<file path="config.mk">
export PLATFORM = sky130hd
export DESIGN_NAME = pscr_regs
export DESIGN_NICKNAME = d
export VERILOG_FILES = /design/src/rtl/pscr_pkg_unused_guard.sv /design/src/rtl/pscr_pkg.sv /design/src/rtl/pscr_fault_react.sv /design/src/rtl/pscr_regs.sv /design/src/rtl/pscr_w1c_flag.sv
export SDC_FILE = /design/constraint.sdc
export NUM_CORES = 1
export LEC_CHECK = 0
export ABC_AREA = 1
export BUFFER_PORTS_ARGS = -buffer_cell sky130_fd_sc_hd__buf_2
export CORE_MARGIN = 2
export CORE_UTILIZATION = 35
export DETAILED_ROUTE_END_ITERATION = 10
export PLACE_DENSITY = 0.54
export REMOVE_ABC_BUFFERS = 1
export SETUP_SLACK_MARGIN = 0.2
export SKIP_LAST_GASP = 1
export SYNTH_ARGS = -nofsm -noshare
export SYNTH_HDL_FRONTEND = slang
export SYNTH_HIERARCHICAL = 1
export SYNTH_SLANG_ARGS = --single-unit
</file>
<file path="constraint.sdc">
create_clock -name I_CLK_SYS -period 1.82 [get_ports I_CLK_SYS]
set_input_delay 0.182 -clock I_CLK_SYS [delete_from_list [all_inputs] [get_ports I_CLK_SYS]]
set_output_delay 0.182 -clock I_CLK_SYS [all_outputs]
set_load 0.02 [all_outputs]
</file>
<file path="src/rtl/pscr_pkg_unused_guard.sv">
// holds no module: the bank and its two leaves are defined elsewhere
// assumes nothing of its surroundings

</file>
<file path="src/rtl/pscr_pkg.sv">
// constants, field layout and carrier types of the power-management status and configuration register bank
// assumes a 16-bit register word whose bit 0 is the device's BIT8 position
package pscr_pkg;

   localparam int ADDR_W = 4;
   localparam int DATA_W = 16;
   localparam int N_MON = 7;

   // register indexes on the decoded register port
   localparam logic [3:0] ADDR_SCALE_OFFSET = 4'h0;
   localparam logic [3:0] ADDR_STANDBY_VOLT = 4'h1;
   localparam logic [3:0] ADDR_SCRATCH0 = 4'h2;
   localparam logic [3:0] ADDR_SCRATCH1 = 4'h3;
   localparam logic [3:0] ADDR_IDENT = 4'h4;
   localparam logic [3:0] ADDR_GROUP_FLAGS = 4'h5;
   localparam logic [3:0] ADDR_REACT_A = 4'h6;
   localparam logic [3:0] ADDR_REACT_B = 4'h7;

   // scale offset: 6250 uV per code, 0 to 793750 uV
   localparam int SCALE_OFFSET_W = 7;
   localparam int STANDBY_VOLT_W = 8;
   localparam int REACT_A_W = 12;

   // identification word layout
   localparam int ID_DEV_LSB = 0;
   localparam int ID_FAM_LSB = 4;
   localparam int ID_METAL_REV_LSB = 8;
   localparam int ID_FULL_MASK_REV_LSB = 12;

   // group flag bit positions
   localparam int FLG_FAULT_B = 8;
   localparam int FLG_FAULT_A = 9;
   localparam int FLG_WAKE = 10;
   localparam int FLG_WINDOW = 11;
   localparam int FLG_MON_G = 12;
   localparam int FLG_PIN_G = 13;
   localparam int FLG_WD_G = 14;
   localparam int FLG_COMM_G = 15;

   // monitor order in the fault vectors; reaction fields sit in this order, uv then ov
   localparam int MON_IO = 0;
   localparam int MON_HV_LINEAR = 1;
   localparam int MON_CORE = 2;
   localparam int MON_GEN1 = 3;

   localparam logic [6:0] SCALE_OFFSET_RST = 7'h00;
   localparam logic [7:0] STANDBY_VOLT_RST = 8'h00;
   localparam logic [15:0] SCRATCH_RST = 16'h0000;
   localparam logic [11:0] REACT_A_RST = 12'h999;
   localparam logic [15:0] REACT_B_RST = 16'h9999;

   typedef enum logic [1:0] {
      ACT_NONE = 2'b00,
      ACT_SAFE_ONLY = 2'b01,
      ACT_BOTH = 2'b10,
      ACT_BOTH_ALT = 2'b11
   } pscr_action_t;

   typedef struct packed {
      logic wr;
      logic rd;
      logic [ADDR_W-1:0] addr;
      logic [DATA_W-1:0] wdata;
   } pscr_reg_req_t;

   typedef struct packed {
      logic rst;
      logic safe;
   } pscr_react_t;

   function automatic pscr_react_t decode_reaction(input logic [1:0] code, input logic fault);
      pscr_react_t r;
      r = '{rst: 1'b0, safe: 1'b0};
      if (fault) begin
         unique case (pscr_action_t'(code))
            ACT_NONE: r = '{rst: 1'b0, safe: 1'b0};
            ACT_SAFE_ONLY: r = '{rst: 1'b0, safe: 1'b1};
            ACT_BOTH, ACT_BOTH_ALT: r = '{rst: 1'b1, safe: 1'b1};
         endcase
      end
      return r;
   endfunction : decode_reaction

endpackage : pscr_pkg

</file>
<file path="src/rtl/pscr_fault_react.sv">
// combines monitor faults with their two-bit reaction fields into reset and safe-state requests
// assumes fault inputs are synchronous levels; result is combinational, registered by the caller
`timescale 1ns/1ns
module pscr_fault_react #(
   parameter int N = 7
) (
   input logic [N-1:0] i_uv,
   input logic [N-1:0] i_ov,
   input logic [2*N-1:0] i_uv_code,
   input logic [2*N-1:0] i_ov_code,
   output logic o_rst,
   output logic o_safe
);

   always_comb begin
      pscr_pkg::pscr_react_t u;
      pscr_pkg::pscr_react_t o;
      u = '{rst: 1'b0, safe: 1'b0};
      o = '{rst: 1'b0, safe: 1'b0};
      o_rst = 1'b0;
      o_safe = 1'b0;
      for (int k = 0; k < N; k++) begin
         u = pscr_pkg::decode_reaction(i_uv_code[2*k +: 2], i_uv[k]); // [RQ14] [RQ16]
         o = pscr_pkg::decode_reaction(i_ov_code[2*k +: 2], i_ov[k]); // [RQ14]
         o_rst = o_rst | u.rst | o.rst;
         o_safe = o_safe | u.safe | o.safe;
      end
   end

endmodule : pscr_fault_react

</file>
<file path="src/rtl/pscr_regs.sv">
// register bank of the power-management device: buck settings, scratch, identity,
// group flags and monitor fault reactions driving the reset and safe-state outputs
// assumes a serial-bus engine outside that hands over decoded one-cycle register strobes
// Operation
// RQ1: seven-bit core buck scaling offset, 6.25 mV steps, cleared at reset
// RQ2: eight-bit core buck standby voltage, codes map 0.4 V to 1.8 V
// RQ3: standby voltage default comes from one-time-programmable configuration
// RQ4: two sixteen-bit scratch words, read-write, cleared at reset
// RQ5: read-only identity word: device, family, full-mask and metal revision codes
// RQ6: live levels of both fault-collection inputs readable as status bits
// RQ7: wake flag set on start from standby, zero after cold start
// RQ8: standby window error flag latches until cleared
// RQ9: wake and window flags clear on write of one, and at reset
// RQ10: monitor group bit sets on any uv or ov fault, reset clears
// RQ11: safety pin group bit is OR of three pin diagnostics
// RQ12: watchdog group bit set on bad refresh, zero while refreshes good
// RQ13: comm group bit set on host serial communication error
// RQ14: reaction code 00 none, 01 safe only, 10 or 11 both outputs
// RQ15: separate uv and ov reaction fields for io, hv linear, core monitors
// RQ16: hv linear regulator uv applies configured reaction, 1x asserts both
// RQ17: second reaction register holds four general monitors, bits 8 to 23
// RQ18: writing zero to flags, or read-only bits, changes nothing
// RQ19: host clears all flags after start-up by writing ones; a write of ones clears only wake and window, group bits are read-only
`timescale 1ns/1ns
module pscr_regs #(
   // identity codes; the default values are arbitrary
   parameter logic [3:0] DEVICE_CODE = 4'ha,
   parameter logic [3:0] FAMILY_CODE = 4'h5,
   parameter logic [2:0] METAL_REVISION = 3'h0,
   parameter logic [2:0] FULL_MASK_REVISION = 3'h0,
   parameter int N_MON = 7
) (
   input logic I_CLK_SYS,
   input logic I_RESET_N,
   input pscr_pkg::pscr_reg_req_t I_REG_REQ,
   output logic [15:0] O_REG_RDATA,
   output logic O_REG_RVALID,
   input logic [7:0] I_OTP_STANDBY_VOLTAGE,
   input logic I_FAULT_INPUT_A,
   input logic I_FAULT_INPUT_B,
   input logic I_STANDBY_WAKE,
   input logic I_STANDBY_WINDOW_ERR,
   input logic [N_MON-1:0] I_MON_UV,
   input logic [N_MON-1:0] I_MON_OV,
   input logic I_POWER_GOOD_DIAG,
   input logic I_RESET_PIN_DIAG,
   input logic I_SAFE_OUT_DIAG,
   input logic I_WD_REFRESH_BAD,
   input logic I_WD_REFRESH_GOOD,
   input logic I_COMM_ERR,
   output logic [6:0] O_CORE_BUCK_SCALE_OFFSET,
   output logic [7:0] O_CORE_BUCK_STANDBY_VOLTAGE,
   output logic O_RESET_OUT_N,
   output logic O_SAFE_STATE_OUT_N
);

   logic [6:0] scale_offset_reg;
   logic [7:0] standby_volt_reg;
   logic otp_loaded_reg;
   logic [15:0] scratch0_reg;
   logic [15:0] scratch1_reg;
   logic [11:0] react_a_reg;
   logic [15:0] react_b_reg;
   logic mon_group_reg;
   logic pin_group_reg;
   logic wd_group_reg;
   logic comm_group_reg;
   logic wake_flag;
   logic window_flag;
   logic [15:0] rdata_reg;
   logic [15:0] rdata_next;
   logic rvalid_reg;
   logic rst_req;
   logic safe_req;
   logic reset_out_n_reg;
   logic safe_out_n_reg;
   logic [15:0] ident_word;
   logic [2*N_MON-1:0] uv_codes;
   logic [2*N_MON-1:0] ov_codes;

   function automatic logic wr_hit(input pscr_pkg::pscr_reg_req_t req, input logic [3:0] addr);
      return req.wr && (req.addr == addr);
   endfunction : wr_hit

   // scaling offset; upper bits of the word are reserved
   always_ff @(posedge I_CLK_SYS) begin
      if (!I_RESET_N) begin
         scale_offset_reg <= pscr_pkg::SCALE_OFFSET_RST;
      end else if (wr_hit(I_REG_REQ, pscr_pkg::ADDR_SCALE_OFFSET)) begin
         scale_offset_reg <= I_REG_REQ.wdata[6:0]; // [RQ1] [RQ18]
      end
   end

   // standby voltage takes the programmed default in the first cycle after reset release,
   // since a reset must load only a constant; a write in that same cycle is lost
   always_ff @(posedge I_CLK_SYS) begin
      if (!I_RESET_N) begin
         standby_volt_reg <= pscr_pkg::STANDBY_VOLT_RST;
         otp_loaded_reg <= 1'b0;
      end else if (!otp_loaded_reg) begin
         standby_volt_reg <= I_OTP_STANDBY_VOLTAGE; // [RQ3]
         otp_loaded_reg <= 1'b1;
      end else if (wr_hit(I_REG_REQ, pscr_pkg::ADDR_STANDBY_VOLT)) begin
         standby_volt_reg <= I_REG_REQ.wdata[7:0]; // [RQ2]
      end
   end

   always_ff @(posedge I_CLK_SYS) begin
      if (!I_RESET_N) begin
         scratch0_reg <= pscr_pkg::SCRATCH_RST;
         scratch1_reg <= pscr_pkg::SCRATCH_RST;
      end else begin
         if (wr_hit(I_REG_REQ, pscr_pkg::ADDR_SCRATCH0)) begin
            scratch0_reg <= I_REG_REQ.wdata; // [RQ4]
         end
         if (wr_hit(I_REG_REQ, pscr_pkg::ADDR_SCRATCH1)) begin
            scratch1_reg <= I_REG_REQ.wdata; // [RQ4]
         end
      end
   end

   // reaction fields: uv and ov per monitor, io, hv linear and core in word a
   always_ff @(posedge I_CLK_SYS) begin
      if (!I_RESET_N) begin
         react_a_reg <= pscr_pkg::REACT_A_RST;
         react_b_reg <= pscr_pkg::REACT_B_RST;
      end else begin
         if (wr_hit(I_REG_REQ, pscr_pkg::ADDR_REACT_A)) begin
            react_a_reg <= I_REG_REQ.wdata[11:0]; // [RQ15]
         end
         if (wr_hit(I_REG_REQ, pscr_pkg::ADDR_REACT_B)) begin
            react_b_reg <= I_REG_REQ.wdata; // [RQ17]
         end
      end
   end

   // fields sit as uv/ov pairs per monitor; split them into two code vectors
   always_comb begin
      uv_codes = '0;
      ov_codes = '0;
      // two loops keep every part-select inside its own word
      for (int k = 0; k < pscr_pkg::MON_GEN1; k++) begin
         uv_codes[2*k +: 2] = react_a_reg[4*k +: 2];
         ov_codes[2*k +: 2] = react_a_reg[4*k+2 +: 2];
      end
      for (int k = pscr_pkg::MON_GEN1; k < N_MON; k++) begin
         uv_codes[2*k +: 2] = react_b_reg[4*(k-pscr_pkg::MON_GEN1) +: 2]; // [RQ17]
         ov_codes[2*k +: 2] = react_b_reg[4*(k-pscr_pkg::MON_GEN1)+2 +: 2];
      end
   end

   pscr_fault_react #(
      .N(N_MON)
   ) u_react (
      .i_uv(I_MON_UV),
      .i_ov(I_MON_OV),
      .i_uv_code(uv_codes),
      .i_ov_code(ov_codes),
      .o_rst(rst_req),
      .o_safe(safe_req)
   );

   // outputs follow the fault level; latching and pulse length belong to the safety state machine
   always_ff @(posedge I_CLK_SYS) begin
      if (!I_RESET_N) begin
         reset_out_n_reg <= 1'b1;
         safe_out_n_reg <= 1'b1;
      end else begin
         reset_out_n_reg <= !rst_req; // [RQ14] [RQ16]
         safe_out_n_reg <= !safe_req; // [RQ14]
      end
   end

   pscr_w1c_flag u_wake (
      .i_clk(I_CLK_SYS),
      .i_reset_n(I_RESET_N),
      .i_set(I_STANDBY_WAKE), // [RQ7]
      .i_clear(wr_hit(I_REG_REQ, pscr_pkg::ADDR_GROUP_FLAGS) && I_REG_REQ.wdata[pscr_pkg::FLG_WAKE]), // [RQ9]
      .o_flag(wake_flag)
   );

   pscr_w1c_flag u_window (
      .i_clk(I_CLK_SYS),
      .i_reset_n(I_RESET_N),
      .i_set(I_STANDBY_WINDOW_ERR), // [RQ8]
      .i_clear(wr_hit(I_REG_REQ, pscr_pkg::ADDR_GROUP_FLAGS) && I_REG_REQ.wdata[pscr_pkg::FLG_WINDOW]), // [RQ9]
      .o_flag(window_flag)
   );

   // group bits: none of them is writable
   always_ff @(posedge I_CLK_SYS) begin
      if (!I_RESET_N) begin
         mon_group_reg <= 1'b0;
      end else if (|I_MON_UV || |I_MON_OV) begin
         mon_group_reg <= 1'b1; // [RQ10]
      end
   end

   always_ff @(posedge I_CLK_SYS) begin
      if (!I_RESET_N) begin
         pin_group_reg <= 1'b0;
      end else begin
         pin_group_reg <= I_POWER_GOOD_DIAG | I_RESET_PIN_DIAG | I_SAFE_OUT_DIAG; // [RQ11]
      end
   end

   always_ff @(posedge I_CLK_SYS) begin
      if (!I_RESET_N) begin
         wd_group_reg <= 1'b0;
      end else if (I_WD_REFRESH_BAD) begin
         wd_group_reg <= 1'b1; // [RQ12]
      end else if (I_WD_REFRESH_GOOD) begin
         wd_group_reg <= 1'b0; // [RQ12]
      end
   end

   always_ff @(posedge I_CLK_SYS) begin
      if (!I_RESET_N) begin
         comm_group_reg <= 1'b0;
      end else if (I_COMM_ERR) begin
         comm_group_reg <= 1'b1; // [RQ13]
      end
   end

   always_comb begin
      ident_word = '0;
      ident_word[pscr_pkg::ID_DEV_LSB +: 4] = DEVICE_CODE; // [RQ5]
      ident_word[pscr_pkg::ID_FAM_LSB +: 4] = FAMILY_CODE;
      ident_word[pscr_pkg::ID_METAL_REV_LSB +: 3] = METAL_REVISION;
      ident_word[pscr_pkg::ID_FULL_MASK_REV_LSB +: 3] = FULL_MASK_REVISION;
   end

   // read mux; unmapped indexes and reserved bits read zero
   always_comb begin
      rdata_next = '0;
      unique case (I_REG_REQ.addr)
         pscr_pkg::ADDR_SCALE_OFFSET: rdata_next[6:0] = scale_offset_reg;
         pscr_pkg::ADDR_STANDBY_VOLT: rdata_next[7:0] = standby_volt_reg;
         pscr_pkg::ADDR_SCRATCH0: rdata_next = scratch0_reg;
         pscr_pkg::ADDR_SCRATCH1: rdata_next = scratch1_reg;
         pscr_pkg::ADDR_IDENT: rdata_next = ident_word; // [RQ5]
         pscr_pkg::ADDR_GROUP_FLAGS: begin
            rdata_next[pscr_pkg::FLG_FAULT_B] = I_FAULT_INPUT_B; // [RQ6]
            rdata_next[pscr_pkg::FLG_FAULT_A] = I_FAULT_INPUT_A; // [RQ6]
            rdata_next[pscr_pkg::FLG_WAKE] = wake_flag;
            rdata_next[pscr_pkg::FLG_WINDOW] = window_flag;
            rdata_next[pscr_pkg::FLG_MON_G] = mon_group_reg;
            rdata_next[pscr_pkg::FLG_PIN_G] = pin_group_reg;
            rdata_next[pscr_pkg::FLG_WD_G] = wd_group_reg;
            rdata_next[pscr_pkg::FLG_COMM_G] = comm_group_reg;
         end
         pscr_pkg::ADDR_REACT_A: rdata_next[11:0] = react_a_reg;
         pscr_pkg::ADDR_REACT_B: rdata_next = react_b_reg;
         default: rdata_next = '0;
      endcase
   end

   always_ff @(posedge I_CLK_SYS) begin
      if (!I_RESET_N) begin
         rdata_reg <= '0;
         rvalid_reg <= 1'b0;
      end else begin
         rvalid_reg <= I_REG_REQ.rd;
         if (I_REG_REQ.rd) begin
            rdata_reg <= rdata_next;
         end
      end
   end

   assign O_REG_RDATA = rdata_reg;
   assign O_REG_RVALID = rvalid_reg;
   assign O_CORE_BUCK_SCALE_OFFSET = scale_offset_reg;
   assign O_CORE_BUCK_STANDBY_VOLTAGE = standby_volt_reg;
   assign O_RESET_OUT_N = reset_out_n_reg;
   assign O_SAFE_STATE_OUT_N = safe_out_n_reg;

   property p_scale_write;
      @(posedge I_CLK_SYS) disable iff (!I_RESET_N)
      wr_hit(I_REG_REQ, pscr_pkg::ADDR_SCALE_OFFSET) |=> O_CORE_BUCK_SCALE_OFFSET == $past(I_REG_REQ.wdata[6:0]);
   endproperty
   a_scale_write: assert property (p_scale_write) else $error("scale offset not written"); // [RQ1]

   property p_otp_load;
      @(posedge I_CLK_SYS) disable iff (!I_RESET_N)
      (otp_loaded_reg && !$past(otp_loaded_reg)) |-> standby_volt_reg == $past(I_OTP_STANDBY_VOLTAGE);
   endproperty
   a_otp_load: assert property (p_otp_load) else $error("standby default not loaded"); // [RQ3]

   property p_scratch_hold;
      @(posedge I_CLK_SYS) disable iff (!I_RESET_N)
      wr_hit(I_REG_REQ, pscr_pkg::ADDR_SCRATCH1) ##1 !wr_hit(I_REG_REQ, pscr_pkg::ADDR_SCRATCH1)
         |=> scratch1_reg == $past(I_REG_REQ.wdata, 2);
   endproperty
   a_scratch_hold: assert property (p_scratch_hold) else $error("scratch word not kept"); // [RQ4]

   property p_ident_read;
      @(posedge I_CLK_SYS) disable iff (!I_RESET_N)
      (I_REG_REQ.rd && I_REG_REQ.addr == pscr_pkg::ADDR_IDENT) |=>
         O_REG_RVALID && O_REG_RDATA[3:0] == DEVICE_CODE && O_REG_RDATA[7:4] == FAMILY_CODE && !O_REG_RDATA[15];
   endproperty
   a_ident_read: assert property (p_ident_read) else $error("identity word wrong"); // [RQ5]

   property p_live_inputs;
      @(posedge I_CLK_SYS) disable iff (!I_RESET_N)
      (I_REG_REQ.rd && I_REG_REQ.addr == pscr_pkg::ADDR_GROUP_FLAGS) |=>
         O_REG_RDATA[9:8] == {$past(I_FAULT_INPUT_A), $past(I_FAULT_INPUT_B)};
   endproperty
   a_live_inputs: assert property (p_live_inputs) else $error("fault input levels misreported"); // [RQ6]

   property p_zero_write_keeps;
      @(posedge I_CLK_SYS) disable iff (!I_RESET_N)
      (wake_flag && wr_hit(I_REG_REQ, pscr_pkg::ADDR_GROUP_FLAGS) && !I_REG_REQ.wdata[pscr_pkg::FLG_WAKE]) |=> wake_flag;
   endproperty
   a_zero_write_keeps: assert property (p_zero_write_keeps) else $error("zero write cleared wake flag"); // [RQ18]

   property p_window_clear;
      @(posedge I_CLK_SYS) disable iff (!I_RESET_N)
      (wr_hit(I_REG_REQ, pscr_pkg::ADDR_GROUP_FLAGS) && I_REG_REQ.wdata[pscr_pkg::FLG_WINDOW] && !I_STANDBY_WINDOW_ERR)
         |=> !window_flag;
   endproperty
   a_window_clear: assert property (p_window_clear) else $error("window flag not cleared"); // [RQ9]

   property p_mon_group_sticky;
      @(posedge I_CLK_SYS) disable iff (!I_RESET_N)
      (|I_MON_UV || |I_MON_OV) |=> mon_group_reg [*3];
   endproperty
   a_mon_group_sticky: assert property (p_mon_group_sticky) else $error("monitor group bit not sticky"); // [RQ10]

   property p_pin_group;
      @(posedge I_CLK_SYS) disable iff (!I_RESET_N)
      ##1 pin_group_reg == $past(I_POWER_GOOD_DIAG | I_RESET_PIN_DIAG | I_SAFE_OUT_DIAG);
   endproperty
   a_pin_group: assert property (p_pin_group) else $error("pin group bit wrong"); // [RQ11]

   property p_wd_group;
      @(posedge I_CLK_SYS) disable iff (!I_RESET_N)
      (I_WD_REFRESH_GOOD && !I_WD_REFRESH_BAD) |=> !wd_group_reg;
   endproperty
   a_wd_group: assert property (p_wd_group) else $error("watchdog group stuck after good refresh"); // [RQ12]

   property p_hv_uv_both;
      @(posedge I_CLK_SYS) disable iff (!I_RESET_N)
      (I_MON_UV[pscr_pkg::MON_HV_LINEAR] && react_a_reg[5]) |=> !O_RESET_OUT_N && !O_SAFE_STATE_OUT_N;
   endproperty
   a_hv_uv_both: assert property (p_hv_uv_both) else $error("hv linear uv reaction missing"); // [RQ16]

   property p_no_fault_no_action;
      @(posedge I_CLK_SYS) disable iff (!I_RESET_N)
      (!(|I_MON_UV) && !(|I_MON_OV)) |=> O_RESET_OUT_N && O_SAFE_STATE_OUT_N;
   endproperty
   a_no_fault_no_action: assert property (p_no_fault_no_action) else $error("output asserted without fault"); // [RQ14]

endmodule : pscr_regs

</file>
<file path="src/rtl/pscr_w1c_flag.sv">
// one sticky status flag: hardware sets, software clears by writing one
// assumes set and clear are one-cycle strobes on the system clock
`timescale 1ns/1ns
module pscr_w1c_flag (
   input logic i_clk,
   input logic i_reset_n,
   input logic i_set,
   input logic i_clear,
   output logic o_flag
);

   always_ff @(posedge i_clk) begin
      if (!i_reset_n) begin
         o_flag <= 1'b0;
      end else if (i_set) begin
         // set wins so an event coinciding with the clear is kept
         o_flag <= 1'b1;
      end else if (i_clear) begin
         o_flag <= 1'b0;
      end
   end

   property p_flag_set_wins;
      @(posedge i_clk) disable iff (!i_reset_n)
      i_set |=> o_flag;
   endproperty
   a_flag_set_wins: assert property (p_flag_set_wins) else $error("flag lost a set event"); // [RQ9]

endmodule : pscr_w1c_flag

</file>
After elaboration in Yosys (flattened, before gate mapping). Cells that the tools add are included. W data, S select, Z words.

Logic and storage cells: 182. Input port bits: 56. Output and inout port bits: 34. Latch bits: 0. RAM bits: 0. Bits in registers: 101. Memory bits (read-only): 0. Memories: 0.

Eq/ne operators: 50. Bitwise logic cells: 28. Reduce and logical (&&, ||, !) cells: 46. $add $sub $neg: 0. Shift-type cells: 0. Multiplexer cells: 41. Magnitude comparators: 0. Multiply operators: 0. Div/mod/pow operators: 0.

Operator list (number): $pmux W2 S3 (14); $eq A2 B2 Y1 const B (28); $pmux W7 S7 (1); $eq A2 B1 Y1 const B (14); $logic_not A2 Y1 (14); $mux W2 (14); $or A1 B1 Y1 (28); $reduce_or A2 Y1 (14); $pmux W4 S5 (1); $eq A4 B3 Y1 const B (4); $mux W8 (2); $pmux W4 S4 (1); $reduce_or A7 Y1 (2); $logic_and A1 B1 Y1 (9); $eq A4 B2 Y1 const B (2); $mux W1 (7); $reduce_bool A2 Y1 (3); $pmux W1 S5 (1); $eq A4 B1 Y1 const B (1); $logic_not A4 Y1 (1); $logic_not A1 Y1 (2); $ne A2 B1 Y1 const B (1); $logic_or A1 B1 Y1 (1).

Logic depth before layout (Yosys ltp). Gate-level depths: netlist of run 1.

Depth in word-level cells: 18. Depth in mapped cells: 9. Depth with buffers taken out: 9.

Hierarchy. The synthesis of run 1 kept the hierarchy.

Modules (own cells, without submodules): pscr_regs (cells an instance 588, area an instance 4227.8 sq um, instances 1, seq. area each 1981.9 sq um); pscr_fault_react (cells an instance 55, area an instance 215.2 sq um, instances 1, seq. area each 0.0 sq um); pscr_w1c_flag (cells an instance 6, area an instance 43.8 sq um, instances 2, seq. area each 20.0 sq um).

Worst setup path after synthesis of run 1. Ideal clock, no wire load.

Path type: input -> register. Start point: in I_REG_REQ[16] (netlist bit). End point: reg scale_offset_reg[1] (netlist: O_CORE_BUCK_SCALE_OFFSET[1]). Arrival time: 0.973 ns. Path buffers: 1. Data required time: 1.691 ns. Cell stages on the path: 5. Library setup time: 0.129 ns. Setup slack: 0.719 ns. Cells stage by stage: nor2_1 > nand3_1 > clkbuf_1 > o21ai_1 > a21oi_1.

Word-level cells in the longest chain between the ends: 2.

Ends and longest elaborated chain: from (decl) (line pscr_regs.sv:35) `input pscr_pkg::pscr_reg_req_t I_REG_REQ,`; $logic_not A4 Y1 (line pscr_regs.sv:82) `return req.wr && (req.addr == addr);`; $logic_and A1 B1 Y1 (line pscr_regs.sv:82); to (signal assigned) (line pscr_regs.sv:88) `scale_offset_reg <= pscr_pkg::SCALE_OFFSET_RST;`; to (signal assigned) (line pscr_regs.sv:90) `scale_offset_reg <= I_REG_REQ.wdata[6:0];`; to (decl) (line pscr_regs.sv:57) `logic [6:0] scale_offset_reg;`.

No other way between the ends. A chain may end at the register's enable or synchronous reset.

Worst setup path after layout of run 1.
Start point: in I_REG_REQ[17] (netlist bit). End point: reg standby_volt_reg[2] (netlist: O_CORE_BUCK_STANDBY_VOLTAGE[2]).

Word-level cells in the longest chain between the ends: 3.

Ends and longest elaborated chain: $eq A4 B1 Y1 (line pscr_regs.sv:82); $logic_and A1 B1 Y1 (line pscr_regs.sv:82); $ne A2 B1 Y1 (no line); to (signal assigned) (line pscr_regs.sv:98) `standby_volt_reg <= pscr_pkg::STANDBY_VOLT_RST;`; to (signal assigned) (line pscr_regs.sv:104) `standby_volt_reg <= I_REG_REQ.wdata[7:0];`; to (decl) (line pscr_regs.sv:58) `logic [7:0] standby_volt_reg;`.

No other way between the ends.

==> qor.csv, run 1 <==
stage,metric,value,unit
run_status,status,"finished, final reports clean",
clock_tree,# resized after CTS,0,
finish,fin nets,796,
finish,Final Core Density,43.8,%
power,Max VDD drop,533,µV
finish,antenna cells,0,
worst_setup_path,CP arrival,1.67,ns
die,Ports,90,
power,leak pwr,2.47,nW
global_routing,largest net degree at the start of global routing,41,
placement,placed insts,901,
global_routing,first-pass GRT wire length,22300,µm
die,core region area,0.0126,mm²
route,total number of vias,4594,
timing,clk_skew,0.00707,ns
timing,Final Max Tran Viols,0,
clock_tree,Root Buffer,clkbuf_16,
timing,unrepaired setup endpoints after global routing,false,
timing,Max-slew headroom,64.2,%
timing,final hold violations,0,
clock_tree,Skew-Pair Late Insertion Delay,0.35,ns
logic_synthesis,synth warn,6,
power,Gate power share,10.5,%
placement,Final HPWL DP,9980,µm
hold_path,Tightest Hold Check Type,primary input to register,
clock_tree,CTS Hold Buffers Added,0,
job,max_cap viols,0,
finish,Area Growth Syn to Fin,22.0,%
timing,worst slew pin tran,0.534,ns
route,drt total wl,13800,µm
logic_synthesis,sequential area share after synthesis,44.6,%
timing,Tmin final,1.40,ns
timing,period utilization,76.7,%
timing,Fmax,0.717,GHz
logic_synthesis,Syn Std Cell Area,0.00453,mm²
die,Initial Util,35.9,%
power,P_sw,1.20,mW
logic_synthesis,Syn Inst Count,655,
placement,Port-buffer cells,89,
die,Die Wd,118,µm
logic_synthesis,Yosys reg bits,101,
logic_synthesis,Mean Syn Cell Area,6.92,µm²
clock_tree,clock-pin slew on the worst setup and hold paths,0.07,ns
die,die footprint,0.0139,mm²
route,ANT nets after route,0,
power,PD cells,903,mW/mm²
power,Clock power frac,43.0,%
worst_setup_path,Worst Setup Path Type,primary input to register,
clock_tree,# Post-CTS Setup Buffers,0,
global_routing,vias in the first global route,4249,
clock_tree,clock tree buffer depth,2,
logic_synthesis,count of cell types in the netlist,26,
die,Die Ht,118,µm
worst_setup_path,required time of the worst setup path,2.10,ns
clock_tree,Num CTS Buffers,9,
route,drc violations,0,
finish,layout cells sized above 1,18.8,%
global_routing,total global routing overflow,0,
worst_setup_path,critical-path maximum fanout,16,
logic_synthesis,post-synth top area cell,dfxtp_1,
timing,hold_ws,0.0359,ns
worst_setup_path,Worst Setup End Kind,register,
route,drt first pass iters,4,
finish,Final Instance Count excl. Fillers,916,
clock_tree,CTS tree,built,
power,switch share,24.1,%
global_routing,Tot GR Track Use,20.3,%
route,Starting DRT DRC Count,268,
logic_synthesis,Synth top area share,44.6,%
route,vias per inst,5.02,
logic_synthesis,synth top area cells,"dfxtp_1, nand2_1, a21oi_1, nand3_1, o21ai_0",
clock_tree,H-tree levels,3,
global_routing,initial antenna violation count,0,
worst_setup_path,crit path launch type,primary input,
placement,GP Congestion,0.835,
power,Power Internal,3.79,mW
die,num rows,41,
clock_tree,CTS sink count,101,
timing,endpoints failing setup,0,
route,Wirelength per Cell,15.1,µm
power,Reg power frac,46.5,%
[Yosys cell counts (all sizes together)]
| cell type | number |
|---|---|
| buf | 15 |
| nand4 | 1 |
| mux2i | 8 |
| nand2 | 160 |
| o21ai | 72 |
| nand3 | 62 |
| a31oi | 1 |
| a21oi | 80 |
| clkinv | 1 |
| nor2 | 44 |
| o22ai | 7 |
| nor4 | 3 |
| dfxtp | 101 |
| inv | 71 |
| o211ai | 3 |
| nor3 | 4 |
| clkbuf | 20 |
| nor3b | 2 |
[final cells by class]
cell class,instances,area [µm²]
clock buffers,10,229
repair buffers,109,608
multi-input cells,447,2080
clock inverters,5,100
flip-flops and latches,101,2020
well taps,172,215
fillers,1364,7090
inverters,72,270
[cell families (layout without fill, tap and decap cells)]
logic type | after synthesis | after routing | synth area share [%]
mux | 8 | 8 | 1.77
buf+inv | 107 | 196 | 9.36
compound gates | 163 | 163 | 18.6
flops | 101 | 101 | 44.6
simple gates | 276 | 276 | 25.7
[per-stage QoR]
step	setup slack [ns]	power (mW)	cell area, µm²	setup TNS [ns]
global placement	0.120	2.89	5200	0
CTS	0.396	5.05	5530	0
floorplan	-0.295	2.62	4380	-8.63
finish	0.425	4.99	5530	0
detailed placement	0.0288	2.90	5200	0
global route	0.284	5.20	5530	0
[critical path, cell delays in order]
cell and delay (ns):
buf_2 0.13, inv_2 0.06, nand2_1 0.05, nor3_1 0.42, nand2_1 0.10, nand2_1 0.43, o21ai_0 0.17, a21oi_1 0.13
[routing by layer]
metal	part of all wire, %	global-route usage (%)
met1	47	27.0
met3	5.7	5.18
met4	1.5	6.02
met5	0	0
met2	46	32.3
[worst paths after layout]
check	start	to	slack, ns	cells past startpoint
worst min-delay path	I_WD_REFRESH_BAD	wd_group_reg$_SDFFE_PN0P_	0.04	3
worst max register to register	otp_loaded_reg$_DFF_P_	O_CORE_BUCK_STANDBY_VOLTAGE[2]$_SDFFE_PN0P_	0.65	3
worst min register to register	scratch1_reg[6]$_SDFFE_PN0P_	scratch1_reg[6]$_SDFFE_PN0P_	0.45	2
worst max-delay path	I_REG_REQ[17]	O_CORE_BUCK_STANDBY_VOLTAGE[2]$_SDFFE_PN0P_	0.42	8
[placed cells by master (no fill, tap or decap), drive strengths merged, types with 2 or more instances in the layout]
cell type / synthesis / layout
a21oi: 80 / 80
buf: 15 / 109
bufinv: 0 / 3
clkbuf: 20 / 10
clkinv: 1 / 3
dfxtp: 101 / 101
inv: 71 / 71
mux2i: 8 / 8
nand2: 160 / 160
nand3: 62 / 62
nor2: 44 / 44
nor3: 4 / 4
nor3b: 2 / 2
nor4: 3 / 3
o211ai: 3 / 3
o21ai: 72 / 72
o22ai: 7 / 7
[power groups by stage]
stage / clock network (mW) / registers, mW / logic [mW]
after floorplan: 0 / 2.41 / 0.212
after global placement: 0 / 2.37 / 0.517
after detailed placement: 0 / 2.37 / 0.524
after CTS: 2.20 / 2.32 / 0.527
after global routing: 2.29 / 2.33 / 0.582
final: 2.15 / 2.32 / 0.524
No activity file was read; power rests on OpenSTA's default activity.
==> run 2: changes to the inputs <==
clock period = 1.4 ns   (was 1.82 ns; I/O delays follow)
==> run 2 against run 1 <==
- largest power group unchanged
- highest routed layer unchanged
- sequential share of layout area shrank 0.88 points
- critical path type is now register to output pin
- largest cell class unchanged
- hold slack gained 0.0013 ns
- setup slack lost 0.082 ns
==> qor.csv, run 2 (same netlist as run 1, synthesis figures left out) <==
stage,metric,value,unit,change
run_status,status,"finished, final reports clean",,unchanged
route,vias per inst,4.96,,was 5.02
global_routing,total global routing overflow,0,,unchanged
global_routing,first-pass GRT wire length,22800,µm,was 22300 µm
route,drt first pass iters,5,,was 4
finish,fin nets,803,,was 796
die,Die Ht,118,µm,unchanged
timing,Final Max Tran Viols,0,,unchanged
clock_tree,H-tree levels,3,,unchanged
finish,Area Growth Syn to Fin,25.0,%,was 22.0%
global_routing,vias in the first global route,4357,,was 4249
finish,"commonest cells after routing, fill and taps aside","nand2_1, dfxtp_1, buf_2",,unchanged
route,total number of vias,4585,,was 4594
finish,antenna cells,0,,unchanged
timing,setup TNS,0,ns,unchanged
worst_setup_path,crit path launch type,register,,was primary input
die,core region area,0.0126,mm²,unchanged
timing,unrepaired setup endpoints after global routing,false,,unchanged
placement,Final HPWL DP,9790,µm,was 9980 µm
die,die footprint,0.0139,mm²,unchanged
route,ANT nets after route,0,,unchanged
worst_setup_path,Worst Setup End Kind,output pin,,was register
finish,final instance area,0.00567,mm²,was 0.00553 mm²
route,drt total wl,14100,µm,was 13800 µm
timing,setup ws final,0.343,ns,was 0.425 ns
placement,pre-CTS WS,-0.164,ns,was 0.0288 ns
placement,GP Congestion,0.817,,was 0.835
power,Max VDD drop,487,µV,was 533 µV
clock_tree,clock tree buffer depth,2,,unchanged
die,Die Wd,118,µm,unchanged
finish,layout cells sized above 1,19.3,%,was 18.8%
die,Initial Util,35.9,%,unchanged
route,Starting DRT DRC Count,308,,was 268
clock_tree,Num CTS Buffers,9,,unchanged
clock_tree,Root Buffer,clkbuf_16,,unchanged
timing,period utilization,75.5,%,
global_routing,initial antenna violation count,0,,unchanged
timing,worst slew pin tran,0.546,ns,was 0.534 ns
worst_setup_path,crit path launch,O_CORE_BUCK_STANDBY_VOLTAGE[2]$_SDFFE_PN0P_,,was I_REG_REQ[17]
clock_tree,CTS tree,built,,unchanged
worst_setup_path,CP arrival,0.92,ns,was 1.67 ns
finish,"most common cell after layout, fill and taps aside",nand2_1,,unchanged
die,num rows,41,,unchanged
timing,Max-slew headroom,63.6,%,was 64.2%
global_routing,Tot GR Track Use,20.7,%,was 20.3%
power,PD cells,1150,mW/mm²,was 903 mW/mm²
worst_setup_path,critical-path maximum fanout,3,,was 16
hold_path,Tightest Hold Check Type,primary input to register,,unchanged
global_routing,largest net degree at the start of global routing,76,,was 41
worst_setup_path,Crit path buffers/inverters,1,,was 2
worst_setup_path,slowest cell on the critical path,dfxtp_1,,was nand2_1
die,Ports,90,,unchanged
timing,Fmax,0.946,GHz,
timing,clk_skew,0.0102,ns,was 0.00707 ns
hold_path,beginning of the worst hold path,I_REG_REQ[12],,was I_WD_REFRESH_BAD
power,leak pwr,2.52,nW,was 2.47 nW
timing,endpoints failing setup,0,,unchanged
worst_setup_path,Crit path largest cell delay,0.38,ns,was 0.43 ns
worst_setup_path,Worst Setup Path Type,register to output pin,,was primary input to register
worst_setup_path,required time of the worst setup path,1.26,ns,was 2.10 ns
placement,placed instance area,0.00528,mm²,was 0.00520 mm²
route,drc violations,0,,unchanged
clock_tree,Skew-Pair Late Insertion Delay,0.35,ns,about the same
job,max_cap viols,0,,unchanged
route,Wirelength per Cell,15.2,µm,was 15.1 µm
timing,final hold violations,0,,unchanged
placement,Port-buffer cells,89,,unchanged
clock_tree,CTS sink count,101,,unchanged
worst_setup_path,reg-to-reg startpoint,O_CORE_BUCK_SCALE_OFFSET[0]$_SDFFE_PN0P_,,was otp_loaded_reg$_DFF_P_
clock_tree,clock-pin slew on the worst setup and hold paths,0.08,ns,was 0.07 ns
worst_setup_path,"delay-heaviest family, CP",flip-flops,,was simple AND/OR/NAND/NOR gates
worst_setup_path,CP Cell Sequence,buf_2,,"was buf_2, inv_2, nand2_1, nor3_1, nand2_1, nand2_1, o21ai_0, a21oi_1"
timing,Tmin final,1.06,ns,
## run 2: cell count changes in the layout (fill, tap and decap cells not counted), moves of 2 or more
cell	delta
inv_6	+2
buf_4	-3
dlygate4sd3_1	+5
clkinv_2	-2
buf_12	+5
## run 2: layout make-up
class                      count  area [µm²]
tap                          172         215
fill                        1367        6950
clock inverter                 6        93.8
multi-input combinational    447        2090
timing repair buffer         116         736
clock buffer                  10         239
inverter                      72         270
sequential                   101        2020
## run 2: path summary, 6_finish.rpt
path | end | slack (ns) | cells past startpoint
setup reg to reg | O_REG_RDATA[0]$_SDFFE_PN0P_ | 0.44 | 6
setup / recovery | O_CORE_BUCK_STANDBY_VOLTAGE[2] | 0.34 | 1
hold / removal | react_b_reg[12]$_SDFFE_PN1P_ | 0.04 | 3
hold reg to reg | scratch1_reg[2]$_SDFFE_PN0P_ | 0.45 | 2
## run 2: where the power goes
part | switching [mW] | leakage [nW] | internal (mW) | total (mW)
logic | 0.456 | 1.54 | 0.263 | 0.718
registers | 0.0517 | 0.824 | 2.96 | 3.02
clock network | 1.16 | 0.160 | 1.63 | 2.79
total | 1.67 | 2.52 | 4.86 | 6.53
## run 2: layer usage
| layer | up-vias | global-route usage [%] | part of all wire [%] |
|---|---|---|---|
| li1 | 2329 | - | - |
| met1 | 2115 | 28.3 | 49 |
| met2 | 131 | 34.1 | 46 |
| met3 | 10 | 3.29 | 4.6 |
| met4 | 0 | 5.42 | 0.88 |
| met5 | - | 0 | 0 |
## run 2: per-stage QoR
| step | power [mW] | utilization (%) | instances | hold WS (ns) |
|---|---|---|---|---|
| finish | 6.53 | 44.9 | 924 | 0.0371 |
| detailed placement | 3.79 | 41.8 | 903 | 0.355 |
| floorplan | 3.40 | - | 620 | 0.168 |
| global route | 6.78 | 44.9 | 924 | 0.0456 |
| global placement | 3.78 | 41.8 | 903 | 0.344 |
| CTS | 6.59 | 44.9 | 924 | 0.0231 |
## run 2: what timing repair did
item | 4_1_cts | 5_1_grt
gates resized for setup | 0 | 1
setup buffers | 0 | 0
endpoints found under the hold margin | 3 | 0
hold buffers | 5 | 0
endpoints found under the setup margin | 0 | 8
